[src/include/dtc_defines.vh]
// Purpose: register offsets, field positions, encodings and reset values for dtc
// Assumes: byte addresses on a 32-bit Avalon-MM slave, 8-bit data in the low lane
// Notes: included by bare name by the timer/counter design file; the pin synchroniser does not use it
`ifndef DTC_DEFINES_VH
`define DTC_DEFINES_VH

// register byte offsets
`define DTC_OFS_MODE 5'h00
`define DTC_OFS_CTRL 5'h04
`define DTC_OFS_LOW_T0 5'h08
`define DTC_OFS_HIGH_T0 5'h0c
`define DTC_OFS_LOW_T1 5'h10
`define DTC_OFS_HIGH_T1 5'h14

// timer control register bit positions
`define DTC_BIT_RUN_T0 4
`define DTC_BIT_OVF_T0 5
`define DTC_BIT_RUN_T1 6
`define DTC_BIT_OVF_T1 7

// timer mode register: timer 0 in the low nibble, timer 1 in the high nibble
`define DTC_MODE_T0_LSB 0
`define DTC_MODE_T1_LSB 4
`define DTC_FLD_MODE_LSB 0
`define DTC_FLD_SRC 2
`define DTC_FLD_GATE 3

// mode select encodings
`define DTC_MODE_13BIT 2'h0
`define DTC_MODE_16BIT 2'h1
`define DTC_MODE_RELOAD 2'h2
`define DTC_MODE_SPLIT 2'h3

// reset values
`define DTC_RST_BYTE 8'h00
`define DTC_RST_WORD 32'h00000000

// peripheral cycle: six core clock periods, divider counts 0 to 5
`define DTC_PER_CLKS 6
`define DTC_DIV_LAST 3'h5

`endif

[src/rtl/dtc_pin_sync.v]
// Purpose: two-stage synchroniser for the four external timer pins
// Assumes: pins are asynchronous to core_clk_in
// Notes: only the second stage is visible outside this module
`default_nettype none

module dtc_pin_sync (
	// clock and reset
	input wire core_clk_in,
	input wire rst_in,
	// raw pins and synchronised copies
	input wire [3:0] pins_in,
	output wire [3:0] pins_out
);

	reg [3:0] meta_reg;
	reg [3:0] sync_reg;

	// first stage feeds the second stage and nothing else
	always @(posedge core_clk_in) begin
		if (rst_in) begin
			meta_reg <= 4'h0;
			sync_reg <= 4'h0;
		end else begin
			meta_reg <= pins_in;
			sync_reg <= meta_reg;
		end
	end

	assign pins_out = sync_reg;

endmodule

`default_nettype wire

[src/rtl/dtc_timer_counter.v]
// Purpose: two 16-bit timer/counters behind an Avalon-MM slave with waitrequest
// Assumes: core_clk_in at 10 MHz is the peripheral clock; pins are asynchronous
// Notes: overflow flags double as interrupt request levels
//
// How it works
// - each timer chains a high and a low count byte into a 16-bit counter.
// - run bit set lets the selected source increment the low byte; clear stops.
// - low byte overflow bumps high byte; high byte overflow sets overflow flag.
// - starting the timer leaves both count bytes untouched.
// - count bytes are readable at any time and return the live count.
// - source select picks divided clock (timer) or count pin (counter).
// - timer operation counts once per peripheral cycle of six clocks.
// - counter samples pin once per peripheral cycle, counts high-then-low.
// - edge recognition spans two peripheral cycles, max rate clock over twelve.
// - timer 0 uses mode low nibble and control bits 4 and 5.
// - gate clear means run bit alone enables; gate set adds the gate pin.
// - rollover from all ones to zero sets the flag and requests interrupt.
// - timer 0 has four modes, each as timer or event counter.
// - mode 0 uses low five bits as divide-by-32 prescaler into high byte.
// - mode 2 counts low byte, reloads it from high byte on overflow.
// - mode 3 splits timer 0; high byte counts clock/6 using timer 1 bits.
// - servicing the interrupt request clears the overflow flag.
//
// Our own choices: the Avalon-MM register port and the register offsets.
`default_nettype none
`include "dtc_defines.vh"

module dtc_timer_counter (
	// clock and reset
	input wire core_clk_in,
	input wire rst_in,
	// avalon-mm slave
	input wire [4:0] address_in,
	input wire read_in,
	input wire write_in,
	input wire [31:0] writedata_in,
	input wire [3:0] byteenable_in,
	output wire [31:0] readdata_out,
	output wire waitrequest_out,
	// external pins
	input wire count_pin_t0_in,
	input wire count_pin_t1_in,
	input wire external_gate_pin_t0_in,
	input wire external_gate_pin_t1_in,
	// interrupt service acknowledge, one-cycle pulses
	input wire irq_ack_t0_in,
	input wire irq_ack_t1_in,
	// interrupt requests, levels
	output wire irq_t0_out,
	output wire irq_t1_out
);

	// one counting step for modes 0 to 2: returns {overflow, high, low}
	function [16:0] dtc_step;
		input [1:0] mode;
		input [7:0] high;
		input [7:0] low;
		reg [8:0] lo;
		reg [8:0] hi;
		begin
			lo = 9'h000;
			hi = 9'h000;
			case (mode)
				`DTC_MODE_13BIT: begin
					// prescaler in low five bits; upper three bits left alone
					lo = {4'h0, low[4:0]} + 9'h001;
					hi = {1'b0, high} + {8'h00, lo[5]};
					dtc_step = {hi[8], hi[7:0], low[7:5], lo[4:0]};
				end
				`DTC_MODE_16BIT: begin
					lo = {1'b0, low} + 9'h001;
					hi = {1'b0, high} + {8'h00, lo[8]};
					dtc_step = {hi[8], hi[7:0], lo[7:0]};
				end
				`DTC_MODE_RELOAD: begin
					// high byte is the reload value and is never changed here
					lo = {1'b0, low} + 9'h001;
					dtc_step = {lo[8], high, lo[8] ? high : lo[7:0]};
				end
				default: begin
					dtc_step = {1'b0, high, low};
				end
			endcase
		end
	endfunction

	// synchronised pins: {gate t1, gate t0, count t1, count t0}
	wire [3:0] pin_sync;

	dtc_pin_sync u_sync (
		.core_clk_in(core_clk_in),
		.rst_in(rst_in),
		.pins_in({external_gate_pin_t1_in, external_gate_pin_t0_in,
			count_pin_t1_in, count_pin_t0_in}),
		.pins_out(pin_sync)
	);

	// state
	reg [7:0] mode_reg;
	reg [7:0] mode_next;
	reg run_bit_t0_reg;
	reg run_bit_t0_next;
	reg run_bit_t1_reg;
	reg run_bit_t1_next;
	reg overflow_flag_t0_reg;
	reg overflow_flag_t0_next;
	reg overflow_flag_t1_reg;
	reg overflow_flag_t1_next;
	reg [7:0] count_low_byte_t0_reg;
	reg [7:0] count_low_byte_t0_next;
	reg [7:0] count_high_byte_t0_reg;
	reg [7:0] count_high_byte_t0_next;
	reg [7:0] count_low_byte_t1_reg;
	reg [7:0] count_low_byte_t1_next;
	reg [7:0] count_high_byte_t1_reg;
	reg [7:0] count_high_byte_t1_next;
	reg [2:0] div_reg;
	reg [2:0] div_next;
	reg [1:0] sample_reg;
	reg [1:0] sample_next;
	reg wait_reg;
	reg wait_next;
	reg [31:0] rdata_reg;
	reg [31:0] rdata_next;

	// decoded fields
	wire [3:0] cfg_t0 = mode_reg[`DTC_MODE_T0_LSB +: 4];
	wire [3:0] cfg_t1 = mode_reg[`DTC_MODE_T1_LSB +: 4];
	wire [1:0] mode_t0 = cfg_t0[`DTC_FLD_MODE_LSB +: 2];
	wire [1:0] mode_t1 = cfg_t1[`DTC_FLD_MODE_LSB +: 2];
	wire split_t0 = (mode_t0 == `DTC_MODE_SPLIT);

	// peripheral cycle strobe, one clock in six
	wire tick = (div_reg == `DTC_DIV_LAST);

	// falling edge: high at the previous peripheral sample, low at this one
	wire edge_t0 = tick & sample_reg[0] & ~pin_sync[0];
	wire edge_t1 = tick & sample_reg[1] & ~pin_sync[1];

	// count event from the selected source
	wire event_t0 = cfg_t0[`DTC_FLD_SRC] ? edge_t0 : tick;
	wire event_t1 = cfg_t1[`DTC_FLD_SRC] ? edge_t1 : tick;

	// gating: gate clear needs run bit only, gate set also needs the pin high
	wire en_t0 = run_bit_t0_reg & (~cfg_t0[`DTC_FLD_GATE] | pin_sync[2]);
	// while timer 0 is split, timer 1 loses its run bit and runs on gating alone
	wire run_t1 = split_t0 ? 1'b1 : run_bit_t1_reg;
	wire en_t1 = run_t1 & (~cfg_t1[`DTC_FLD_GATE] | pin_sync[3]);

	wire step_t0 = en_t0 & event_t0;
	wire step_t1 = en_t1 & event_t1 & (mode_t1 != `DTC_MODE_SPLIT);

	// next counts for each timer in its plain modes
	wire [16:0] res_t0 = dtc_step(mode_t0, count_high_byte_t0_reg, count_low_byte_t0_reg);
	wire [16:0] res_t1 = dtc_step(mode_t1, count_high_byte_t1_reg, count_low_byte_t1_reg);

	// split mode: two independent 8-bit counters
	wire [8:0] split_lo = {1'b0, count_low_byte_t0_reg} + 9'h001;
	wire [8:0] split_hi = {1'b0, count_high_byte_t0_reg} + 9'h001;
	wire split_hi_step = split_t0 & run_bit_t1_reg & tick;

	// bus decode; a write takes effect only in the answer cycle
	wire req = read_in | write_in;
	wire wr = write_in & ~wait_reg & byteenable_in[0];
	wire [7:0] wbyte = writedata_in[7:0];
	wire wr_mode = wr & (address_in == `DTC_OFS_MODE);
	wire wr_ctrl = wr & (address_in == `DTC_OFS_CTRL);
	wire wr_low_t0 = wr & (address_in == `DTC_OFS_LOW_T0);
	wire wr_high_t0 = wr & (address_in == `DTC_OFS_HIGH_T0);
	wire wr_low_t1 = wr & (address_in == `DTC_OFS_LOW_T1);
	wire wr_high_t1 = wr & (address_in == `DTC_OFS_HIGH_T1);

	// overflow events
	reg set_t0;
	reg set_t1;

	// counting, register writes and flag updates
	always @* begin
		mode_next = mode_reg;
		run_bit_t0_next = run_bit_t0_reg;
		run_bit_t1_next = run_bit_t1_reg;
		count_low_byte_t0_next = count_low_byte_t0_reg;
		count_high_byte_t0_next = count_high_byte_t0_reg;
		count_low_byte_t1_next = count_low_byte_t1_reg;
		count_high_byte_t1_next = count_high_byte_t1_reg;
		set_t0 = 1'b0;
		set_t1 = 1'b0;
		div_next = tick ? 3'h0 : div_reg + 3'h1;
		sample_next = tick ? pin_sync[1:0] : sample_reg;

		// timer 0, four modes
		if (split_t0) begin
			if (step_t0) begin
				count_low_byte_t0_next = split_lo[7:0];
				set_t0 = split_lo[8];
			end
			// high half is locked to timer operation and flags through timer 1
			if (split_hi_step) begin
				count_high_byte_t0_next = split_hi[7:0];
				set_t1 = split_hi[8];
			end
		end else if (step_t0) begin
			count_high_byte_t0_next = res_t0[15:8];
			count_low_byte_t0_next = res_t0[7:0];
			set_t0 = res_t0[16];
		end

		// timer 1: split mode holds the count
		if (step_t1) begin
			count_high_byte_t1_next = res_t1[15:8];
			count_low_byte_t1_next = res_t1[7:0];
			if (!split_t0) begin
				set_t1 = res_t1[16];
			end
		end

		// software writes; starting a timer never touches the count
		if (wr_mode) begin
			mode_next = wbyte;
		end
		if (wr_ctrl) begin
			run_bit_t0_next = wbyte[`DTC_BIT_RUN_T0];
			run_bit_t1_next = wbyte[`DTC_BIT_RUN_T1];
		end
		// presets win over counting; presetting a running timer is the user's risk
		if (wr_low_t0) begin
			count_low_byte_t0_next = wbyte;
		end
		if (wr_high_t0) begin
			count_high_byte_t0_next = wbyte;
		end
		if (wr_low_t1) begin
			count_low_byte_t1_next = wbyte;
		end
		if (wr_high_t1) begin
			count_high_byte_t1_next = wbyte;
		end

		// flags: software write or service clears, a hardware set always wins
		overflow_flag_t0_next = ((wr_ctrl ? wbyte[`DTC_BIT_OVF_T0] : overflow_flag_t0_reg)
			& ~irq_ack_t0_in) | set_t0;
		overflow_flag_t1_next = ((wr_ctrl ? wbyte[`DTC_BIT_OVF_T1] : overflow_flag_t1_reg)
			& ~irq_ack_t1_in) | set_t1;
	end

	// bus handshake: waitrequest idles high, drops for exactly one answer cycle
	always @* begin
		wait_next = 1'b1;
		rdata_next = rdata_reg;
		if (req & wait_reg) begin
			wait_next = 1'b0;
			rdata_next = `DTC_RST_WORD;
			// live values, no snapshot, so a read may see a running count
			case (address_in)
				`DTC_OFS_MODE: begin
					rdata_next[7:0] = mode_reg;
				end
				`DTC_OFS_CTRL: begin
					rdata_next[`DTC_BIT_RUN_T0] = run_bit_t0_reg;
					rdata_next[`DTC_BIT_OVF_T0] = overflow_flag_t0_reg;
					rdata_next[`DTC_BIT_RUN_T1] = run_bit_t1_reg;
					rdata_next[`DTC_BIT_OVF_T1] = overflow_flag_t1_reg;
				end
				`DTC_OFS_LOW_T0: begin
					rdata_next[7:0] = count_low_byte_t0_reg;
				end
				`DTC_OFS_HIGH_T0: begin
					rdata_next[7:0] = count_high_byte_t0_reg;
				end
				`DTC_OFS_LOW_T1: begin
					rdata_next[7:0] = count_low_byte_t1_reg;
				end
				`DTC_OFS_HIGH_T1: begin
					rdata_next[7:0] = count_high_byte_t1_reg;
				end
				default: begin
					rdata_next = `DTC_RST_WORD; // unmapped reads as zero
				end
			endcase
		end
	end

	// all state, synchronous reset
	always @(posedge core_clk_in) begin
		if (rst_in) begin
			mode_reg <= `DTC_RST_BYTE;
			run_bit_t0_reg <= 1'b0;
			run_bit_t1_reg <= 1'b0;
			overflow_flag_t0_reg <= 1'b0;
			overflow_flag_t1_reg <= 1'b0;
			count_low_byte_t0_reg <= `DTC_RST_BYTE;
			count_high_byte_t0_reg <= `DTC_RST_BYTE;
			count_low_byte_t1_reg <= `DTC_RST_BYTE;
			count_high_byte_t1_reg <= `DTC_RST_BYTE;
			div_reg <= 3'h0;
			sample_reg <= 2'h0;
			wait_reg <= 1'b1;
			rdata_reg <= `DTC_RST_WORD;
		end else begin
			mode_reg <= mode_next;
			run_bit_t0_reg <= run_bit_t0_next;
			run_bit_t1_reg <= run_bit_t1_next;
			overflow_flag_t0_reg <= overflow_flag_t0_next;
			overflow_flag_t1_reg <= overflow_flag_t1_next;
			count_low_byte_t0_reg <= count_low_byte_t0_next;
			count_high_byte_t0_reg <= count_high_byte_t0_next;
			count_low_byte_t1_reg <= count_low_byte_t1_next;
			count_high_byte_t1_reg <= count_high_byte_t1_next;
			div_reg <= div_next;
			sample_reg <= sample_next;
			wait_reg <= wait_next;
			rdata_reg <= rdata_next;
		end
	end

	// outputs straight from flip-flops
	assign readdata_out = rdata_reg;
	assign waitrequest_out = wait_reg;
	assign irq_t0_out = overflow_flag_t0_reg;
	assign irq_t1_out = overflow_flag_t1_reg;

endmodule

`default_nettype wire

[config.mk]
export PLATFORM = sky130hd
export DESIGN_NAME = dtc_timer_counter
export DESIGN_NICKNAME = d
export VERILOG_FILES = /design/src/rtl/dtc_pin_sync.v /design/src/rtl/dtc_timer_counter.v
export VERILOG_INCLUDE_DIRS = /design/src /design/src/include
export SDC_FILE = /design/constraint.sdc
export NUM_CORES = 1
export LEC_CHECK = 0
export BUFFER_PORTS_ARGS = -buffer_cell sky130_fd_sc_hd__buf_2
export CORE_MARGIN = 2
export CORE_UTILIZATION = 45
export CTS_CLUSTER_DIAMETER = 100
export DETAILED_ROUTE_END_ITERATION = 8
export PLACE_DENSITY_LB_ADDON = 0.25
export SETUP_SLACK_MARGIN = 0.4
export SLEW_MARGIN = 15
export SYNTH_ARGS = -nofsm -noshare
export SYNTH_HDL_FRONTEND = slang
export SYNTH_SLANG_ARGS = --single-unit
[constraint.sdc]
create_clock -name core_clk_in -period 5.6 [get_ports core_clk_in]
set_input_delay 1.68 -clock core_clk_in [delete_from_list [all_inputs] [get_ports core_clk_in]]
set_output_delay 1.68 -clock core_clk_in [all_outputs]
set_load 0.005 [all_outputs]
Yosys cells after proc, flatten, opt, wreduce, memory -nomap -nowiden
Index checks and enable logic that the tools add are counted.
{ "word_totals": {"register_bits": 66, "output_inout_bits": 35, "wordCells": 129} }
{ "op_classes": {"add_sub_neg": 10, "eq_ne": 17, "muxes": 31, "n_bitwise": 34, "reduce_logical": 20} }
{ "op_table": {"columns": ["cell", "count"], "rows": [
  ["8-bit two-way mux", 14],
  ["17-bit one-hot mux with 3 select lines", 2],
  ["8-bit by 1-bit adder with 9-bit output", 4],
  ["8-bit by 1-bit adder with 9-bit output, second input constant", 3],
  ["4-bit one-hot mux with 6 select lines", 1],
  ["1-bit AND", 22],
  ["4-bit one-hot mux with 5 select lines", 1],
  ["1-bit two-way mux", 13],
  ["5-bit by 1-bit adder with 6-bit output, second input constant", 2],
  ["4-bit nonzero test", 3],
  ["5-bit by 4-bit == test with 1-bit output, second input constant", 2],
  ["5-bit == test, second input constant", 2],
  ["3-bit AND reduction", 3],
  ["3-bit nonzero test", 3],
  ["1-bit NOT", 7],
  ["2-bit == test, second input constant", 3],
  ["2-bit != test, second input constant", 3],
  ["3-bit != test, second input constant", 2],
  ["2-bit nonzero test", 3],
  ["5-bit by 3-bit == test with 1-bit output, second input constant", 1],
  ["5-bit zero test", 1],
  ["1-bit bitwise OR", 5],
  ["5-bit nonzero test", 1],
  ["2-bit by 1-bit == test with 1-bit output, second input constant", 2],
  ["other kinds (7)", 9]
]} }

Longest topological paths before layout
Gate-level depths: netlist of run 1.
{ "logic_depth": {"ltp_word": 8, "depth_mapped": 12} }

Hierarchy
From an unflattened synthesis of run 1, not the netlist that was laid out.
{ "hier_totals": {"hier_cells": 533, "area_unflattened_um2": 4236.6} }
{ "modules_own_cells": {"columns": ["mod", "n_inst", "cells_each", "area_each_um2", "seq_area_each_um2"], "rows": [
  ["dtc_timer_counter", 1, 517, 4026.4, 1161.1],
  ["dtc_pin_sync", 1, 16, 210.2, 160.2]
]} }

Worst setup path after synthesis of run 1
No wires, ideal clock.
{ "synth_timing": {"kind": "input to register", "startpoint": "input address_in[4]", "endpoint": "register count_low_byte_t0_reg[5]", "arrival_time_ps": 3124, "t_required_ps": 5508, "path_slack_ps": 2384, "stages": 6, "n_path_buf": 1, "path_cell_list": "or4b_1 -> or3b_1 -> clkbuf_1 -> nand2_1 -> a211oi_1 -> nor4_1"} }
{ "synth_between": {"elab_chain_cells": 4, "word_cells_on_any_way": 7, "classes_between": "eq/ne: 2; mux: 1; bitwise: 1; reduce/logical: 3"} }
{ "synth_rtl": {"columns": ["element", "line", "text"], "rows": [
  ["start: declaration", "dtc_timer_counter.v:33", "input wire [4:0] address_in,"],
  ["5-bit by 4-bit == test with 1-bit output (*)", null, null],
  ["1-bit AND (*)", "dtc_timer_counter.v:168", "wire wr_low_t0 = wr & (address_in == `DTC_OFS_LOW_T0);"],
  ["3-bit != test (no source line), or another cell as far along", null, null],
  ["3-bit AND reduction (no source line)", null, null],
  ["end signal: assignment", "dtc_timer_counter.v:291", "count_low_byte_t0_reg <= `DTC_RST_BYTE;"],
  ["end signal: assignment", "dtc_timer_counter.v:305", "count_low_byte_t0_reg <= count_low_byte_t0_next;"],
  ["end: declaration", "dtc_timer_counter.v:109", "reg [7:0] count_low_byte_t0_reg;"]
]} }
Mark *: on every way between the ends. The rest lies on a longest branch, timed or not.
A chain may end at the register's enable or synchronous reset.

Worst setup path after layout of run 1
{ "layout_timing": {"startpoint": "input write_in", "endpoint": "register count_high_byte_t1_reg[6]"} }
{ "layout_between": {"elab_chain_cells": 5, "word_cells_on_any_way": 8, "classes_between": "eq/ne: 1; mux: 1; bitwise: 3; reduce/logical: 3"} }
{ "layout_rtl": {"columns": ["element", "line", "text"], "rows": [
  ["start: declaration", "dtc_timer_counter.v:35", "input wire write_in,"],
  ["1-bit AND (*) (2 in a row)", "dtc_timer_counter.v:164", "wire wr = write_in & ~wait_reg & byteenable_in[0];"],
  ["1-bit AND (*)", "dtc_timer_counter.v:171", "wire wr_high_t1 = wr & (address_in == `DTC_OFS_HIGH_T1);"],
  ["2-bit != test (no source line), or another cell as far along", null, null],
  ["3-bit AND reduction (no source line)", null, null],
  ["end signal: assignment", "dtc_timer_counter.v:294", "count_high_byte_t1_reg <= `DTC_RST_BYTE;"],
  ["end signal: assignment", "dtc_timer_counter.v:308", "count_high_byte_t1_reg <= count_high_byte_t1_next;"],
  ["end: declaration", "dtc_timer_counter.v:115", "reg [7:0] count_high_byte_t1_reg;"]
]} }
Marks and branches as above.

==> results.sh, run 1 <==
export IMPL_crit_fanout=23
export IMPL_crit_chain="buf_2 > and3b_1 > nand3_1 > o31ai_1 > a21oi_1 > a211o_1"
export IMPL_fin_crit_sh_pct=61.3
export IMPL_route_vias_total=4222
export IMPL_synth_top_area_share_pct=30.8
export IMPL_grt_pass1_wl_mm=20.3
export IMPL_postCtsSetupRepairBufs=0
export IMPL_routed_wl_mm=12.9
export IMPL_swShare_pct=28.7
export IMPL_critical_path_arrival_ns=3.69
export IMPL_synth_seq_cells=66
export IMPL_hold_viol=0
export IMPL_dr_pass1_iters=7
export IMPL_grt_pass1_vias=3876
export IMPL_seqPwrFrac_pct=51.9
export IMPL_cts_tree="built"
export IMPL_cts_sinks=66
export IMPL_dp_slack_ns=1.85
export IMPL_p_int_uw=666
export IMPL_antenna_cells=0
export IMPL_p_total_uw=934
export IMPL_routabilityCongestion=0.942
export IMPL_setup_violations_final=0
export IMPL_layout_min_cycle_time_ns=3.43
export IMPL_dieArea_um2=10300
export IMPL_holdCritStartpoint="u_sync.meta_reg[0]"
export IMPL_clock_skew_ns=0.0126
export IMPL_worst_hold_path_num_cells=1
export IMPL_syn_inst=531
export IMPL_slowest_delay_ns=0.72
export IMPL_crit_required_ns=5.85
export IMPL_wl_per_cell_um=18.9
export IMPL_syn_area_per_cell_um2=8.09
export IMPL_async_flop_share_pct=0
export IMPL_cts_resized=0
export IMPL_overflow=0
export IMPL_syn_area_um2=4300
export IMPL_core_rowCount=35
export IMPL_final_layout_size_suffix_gt1_share_pct=12.4
export IMPL_crit_slowest_cell="and3b_1"
export IMPL_routed_via_density=6.22
export IMPL_area_delta_synth_final_pct=7.08
export IMPL_max_clock_freq_mhz=291
export IMPL_clkPwrFrac_pct=40.7
export IMPL_timing_max_cap_violations=0
export IMPL_path_clk_slew_ns=0.09
export IMPL_cts_buffers=9
export IMPL_critical_path_class="in -> reg"
export IMPL_worstReg2RegStart="mode_reg[1]"
export IMPL_ant_nets=0
export IMPL_worstRegToRegCells=6
export IMPL_hold_buffers=0
export IMPL_synth_edf_count=0
export IMPL_core_area_um2=9240
export IMPL_ioPinCount=86
export IMPL_insertion_delay_ns=0.36
export IMPL_tns_ns=0
export IMPL_maxSlewViolCount=0
export IMPL_die_w_um=102
export IMPL_cts_root_buffer="clkbuf_8"
export IMPL_yosysMostFrequentCell="dfxtp_1"
export IMPL_max_slew_margin_rel_pct=18.3
export IMPL_power_density_nw_per_um2=203
export IMPL_nNetsFinal=613
export IMPL_portBuffers=34
export IMPL_grt_max_degree=41
export IMPL_critPathLaunch="write_in"
export IMPL_end_kind="flip-flop"
export IMPL_yosys_warnings=0
export IMPL_fin_util_pct=49.8
export IMPL_leakagePower_nw=1.65
export IMPL_antenna_found_initial=0
export IMPL_worst_pin_slew_ns=1.22
export IMPL_clock_path_buffers=2
export IMPL_grt_usage_pct=25.6
export IMPL_synth_top_cells_by_count="dfxtp_1, nor2_1, nand2_1"
export IMPL_ys_top_cells_by_area="dfxtp_1, ha_1, nor2_1, buf_4, nand2_1"
export IMPL_drc=0
export IMPL_synthDistinctLibCells=68
export IMPL_rsz0062_at_grt="false"
export IMPL_hp_class="reg -> reg"
export IMPL_htreeDepth=3
export IMPL_die_h_um=102
export IMPL_yosysSeqAreaShare_pct=30.8
export IMPL_ys_flop_type="dfxtp_1"
export IMPL_drt_iter0_markers=395
export IMPL_critPathLaunchType="primary input"
export IMPL_combPwrFrac_pct=7.4
export IMPL_power_switching_uw=268
export IMPL_setup_ws_ns=2.17
export IMPL_dp_hpwl_mm=9.46
export IMPL_start_util_pct=46.5
export IMPL_synth_largest_area_cell="dfxtp_1"
export IMPL_peakVddDrop_mv=0.166
export IMPL_outcome="finished, final reports clean"
[layout by cell type, fill, tap and decap left out, drive strengths merged, types with 4 or more instances in the layout]
| cell type | netlist | routed |
|---|---|---|
| and4 | 5 | 5 |
| buf | 31 | 35 |
| clkbuf | 24 | 9 |
| nor2 | 52 | 52 |
| nand3 | 24 | 24 |
| o31ai | 5 | 5 |
| xnor2 | 5 | 5 |
| conb | 1 | 24 |
| inv | 15 | 17 |
| or3 | 4 | 4 |
| a21oi | 24 | 24 |
| a211o | 6 | 6 |
| and3 | 8 | 8 |
| a311oi | 12 | 12 |
| nand2b | 14 | 14 |
| ha | 17 | 17 |
| dfxtp | 66 | 66 |
| nor3 | 13 | 13 |
| a211oi | 8 | 8 |
| nor2b | 12 | 12 |
| a222oi | 8 | 8 |
| xor2 | 5 | 5 |
| nand4 | 4 | 4 |
| nor4 | 11 | 11 |
| nand2 | 46 | 46 |
| o21ai | 17 | 17 |
| o32ai | 14 | 14 |
| mux2i | 5 | 5 |
| a221oi | 13 | 13 |
| a31oi | 4 | 4 |
| a2111oi | 4 | 4 |
| and2 | 8 | 8 |
| a22oi | 7 | 7 |
[routing by layer]
| layer | vias to the layer above | part of all wire [%] | routed length (um) | track usage (%) |
|---|---|---|---|---|
| li1 | 1986 | - | - | - |
| met1 | 1938 | 44 | 5660 | 36.7 |
| met2 | 265 | 43 | 5470 | 37.0 |
| met3 | 33 | 11 | 1410 | 6.07 |
| met4 | 0 | 2.5 | 319 | 10.1 |
| met5 | - | 0 | 0 | 0 |
[final timing paths]
kind,to,slack [ns]
max reg2reg,count_low_byte_t0_reg[6],2.57
min reg2reg,u_sync.pins_out[0],0.44
min,u_sync.pins_out[0],0.44
max,count_high_byte_t1_reg[6],2.17
[through the flow]
stage	std cells	area, um2	hold WS, ns
floorplan	554	4380	0.414
global placement	663	4420	0.417
detailed placement	663	4420	0.423
CTS	679	4590	0.442
global route	679	4600	0.464
finish	679	4600	0.439
[power by group through the flow]
stage	logic (mW)	clock network [mW]	registers [mW]
6_report	0.0696	0.380	0.485
4_1_cts	0.0681	0.384	0.484
3_5_place_dp	0.0680	0	0.496
3_3_place_gp	0.0673	0	0.495
5_1_grt	0.0774	0.401	0.486
2_1_floorplan	0.0510	0	0.495
[worst max-delay path, delay by kind of cell]
kind / cells / cell delay, ns
compound gates: 3 / 0.77
buf+inv: 1 / 0.09
simple gates: 2 / 1.13
[area by class of cell]
class	count	area (um2)
Fill cell	898	4640
Multi-Input combinational cell	418	2710
Sequential cell	66	1320
Timing Repair Buffer	35	178
Tap cell	129	161
Clock buffer	9	124
Inverter	15	56.3
Clock inverter	7	53.8
[logic make-up after synthesis]
family	after synthesis	share of synthesized area, %
multiplexers	5	1.17
AO/OA/AOI/OAI	147	26.7
buffers and inverters	70	8.45
XOR/XNOR	10	2.04
other	1	0.0873
AND/OR/NAND/NOR	215	25.8
flip-flops	66	30.8
adder cells (fa/ha/maj)	17	4.95
No activity file was read; power rests on OpenSTA's default activity.
==> inputs of run 2 (changes only) <==
==> constraint.sdc (replaced) <==
create_clock -name core_clk_in -period 2.9 [get_ports core_clk_in]
set_input_delay 0.87 -clock core_clk_in [delete_from_list [all_inputs] [get_ports core_clk_in]]
set_output_delay 0.87 -clock core_clk_in [all_outputs]
set_load 0.005 [all_outputs]
==> run 2 against run 1 <==
  * Worst hold slack improved by 0.0036 ns
  * Routed wire length up 1.3%
  * Clock skew shrank 0.0029 ns
  * Final area rose by 5.4%
  * First-iteration DRC count rose by 42%
  * Die area unchanged
  * Setup slack worse by 1.7 ns
  * Critical path depth is 1 higher
  * Largest power group unchanged
==> results.sh, run 2 (same netlist as run 1, synthesis figures left out) <==
export IMPL_path_clk_slew_ns=0.08
export IMPL_antenna_cells=0
export IMPL_outcome="finished, final reports clean"
export IMPL_crit_fanout=6
export IMPL_tns_ns=0
export IMPL_final_area_um2=4850
export IMPL_insertion_delay_ns=0.35
export IMPL_mostFrequentLayoutCell="dfxtp_1"
export IMPL_drt_iter0_markers=559
export IMPL_nNetsFinal=632
export IMPL_area_delta_synth_final_pct=12.9
export IMPL_seq_area_um2=1330
export IMPL_whs_ns=0.443
export IMPL_route_vias_total=4342
export IMPL_dp_hpwl_mm=9.61
export IMPL_routed_via_density=6.22
export IMPL_max_slew_margin_rel_pct=38.7
export IMPL_grt_pass1_vias=3830
export IMPL_core_area_um2=9240
export IMPL_dp_slack_ns=0.249
export IMPL_final_layout_size_suffix_gt1_share_pct=18.8
export IMPL_start_util_pct=46.5
export IMPL_ant_nets=0
export IMPL_crit_chain="ha_2 > o21bai_1 > a2111oi_4 > buf_4 > o21ai_2 > or4_4 > o32ai_2"
export IMPL_grt_usage_pct=25.8
export IMPL_drc=0
export IMPL_hold_buffers=0
export IMPL_die_w_um=102
export IMPL_cts_tree="built"
export IMPL_critical_path_class="reg -> reg"
export IMPL_cts_sinks=66
export IMPL_fill_cells=865
export IMPL_cts_root_buffer="clkbuf_8"
export IMPL_htreeDepth=3
export IMPL_layout_min_cycle_time_ns=2.42
export IMPL_wl_per_cell_um=18.7
export IMPL_combPwrFrac_pct=7.1
export IMPL_crit_required_ns=3.16
export IMPL_die_h_um=102
export IMPL_setup_ws_ns=0.477
export IMPL_fin_crit_sh_pct=83.6
export IMPL_clkPwrFrac_pct=45.2
export IMPL_end_kind="flip-flop"
export IMPL_power_density_nw_per_um2=404
export IMPL_multi_input_area_um2=2760
export IMPL_dr_pass1_iters=6
export IMPL_grt_pass1_wl_mm=20.5
export IMPL_slowest_delay_ns=0.55
export IMPL_dieArea_um2=10300
export IMPL_ioPinCount=86
export IMPL_maxSlewViolCount=0
export IMPL_max_clock_freq_mhz=413
export IMPL_power_switching_uw=480
export IMPL_hold_viol=0
export IMPL_swShare_pct=24.5
export IMPL_antenna_found_initial=0
export IMPL_core_rowCount=35
export IMPL_setup_violations_final=0
export IMPL_hp_class="reg -> reg"
export IMPL_dpl_cell_area_um2=4540
export IMPL_routabilityCongestion=0.939
export IMPL_clock_path_buffers=2
export IMPL_overflow=0
export IMPL_timing_max_cap_violations=0
export IMPL_peakVddDrop_mv=0.394
export IMPL_grt_max_degree=49
export IMPL_layout_cells_most_common_list="dfxtp_1, nor2_1, nand2_1"
export IMPL_leakagePower_nw=1.77
export IMPL_seqPwrFrac_pct=47.7
export IMPL_critical_path_arrival_ns=2.68
export IMPL_routed_wl_mm=13.0
export IMPL_crit_slowest_cell="or4_4"
export IMPL_p_int_mw=1.48
export IMPL_critPathLaunchType="flip-flop"
export IMPL_cts_buffers=9
export IMPL_portBuffers=34
export IMPL_clock_skew_ns=0.00970
export IMPL_worst_pin_slew_ns=0.919
export IMPL_rsz0062_at_grt="true"
run 2: cell count changes in the layout (fill, tap and decap cells not counted), moves of 2 or more:
cell / previous run / this run
ha_1: 17 / 9
ha_2: 0 / 6
dfxtp_2: 0 / 8
o31ai_1: 5 / 2
o31ai_2: 0 / 3
ha_4: 0 / 2
inv_6: 2 / 0
buf_4: 1 / 20
clkinvlp_4: 3 / 1
dfxtp_1: 66 / 58
bufinv_16: 0 / 2
run 2: worst paths after layout:
kind,startpoint,end,slack [ns],cells past startpoint
max reg2reg,mode_reg[0],count_high_byte_t0_reg[5],0.48,7
max,mode_reg[0],count_high_byte_t0_reg[5],0.48,7
min reg2reg,u_sync.meta_reg[1],u_sync.pins_out[1],0.44,1
min,u_sync.meta_reg[1],u_sync.pins_out[1],0.44,1
run 2: timing repair:
item / in CTS / in global routing
resized for setup: 1 / 23
setup buffers: 0 / 2
pin swaps: 0 / 5
setup endpoints to repair: 1 / 16
run 2: layout make-up:
class                   instances  share of cell area (%)
multi-input cells             418                    56.9
flip-flops and latches         66                    27.5
repair buffers                 54                    6.60
well taps                     129                    3.33
clock buffers                  11                    2.92
clock inverters                 5                    1.60
inverters                      15                    1.16
run 2: power groups by stage:
stage / registers (mW) / logic (mW) / clock network (mW)
after floorplan: 0.955 / 0.0985 / 0
after global placement: 0.956 / 0.135 / 0
after detailed placement: 0.957 / 0.136 / 0
after CTS: 0.935 / 0.137 / 0.893
after global routing: 0.937 / 0.156 / 0.932
final: 0.935 / 0.140 / 0.885
run 2: worst max-delay path, delay by kind of cell (launching register included):
family / cells / cell delay, ns
flip-flops: 1 / 0.46
adder cells (fa/ha/maj): 1 / 0.29
buffers and inverters: 1 / 0.20
AND/OR/NAND/NOR: 1 / 0.55
AO/OA/AOI/OAI: 4 / 0.83
run 2: stage by stage:
step	cells	total power [mW]	utilization [%]
floorplan	554	1.05	-
global placement	680	1.09	49.2
detailed placement	680	1.09	49.2
CTS	696	1.96	51.6
global route	698	2.03	52.5
finish	698	1.96	52.5
run 2: per-layer routing:
metal,GRT usage (%),part of all wire (%),up-vias
li1,-,-,2026
met1,36.4,43,2021
met2,38.9,43,252
met3,7.04,10,43
met4,6.76,3.0,0
met5,0,0,-
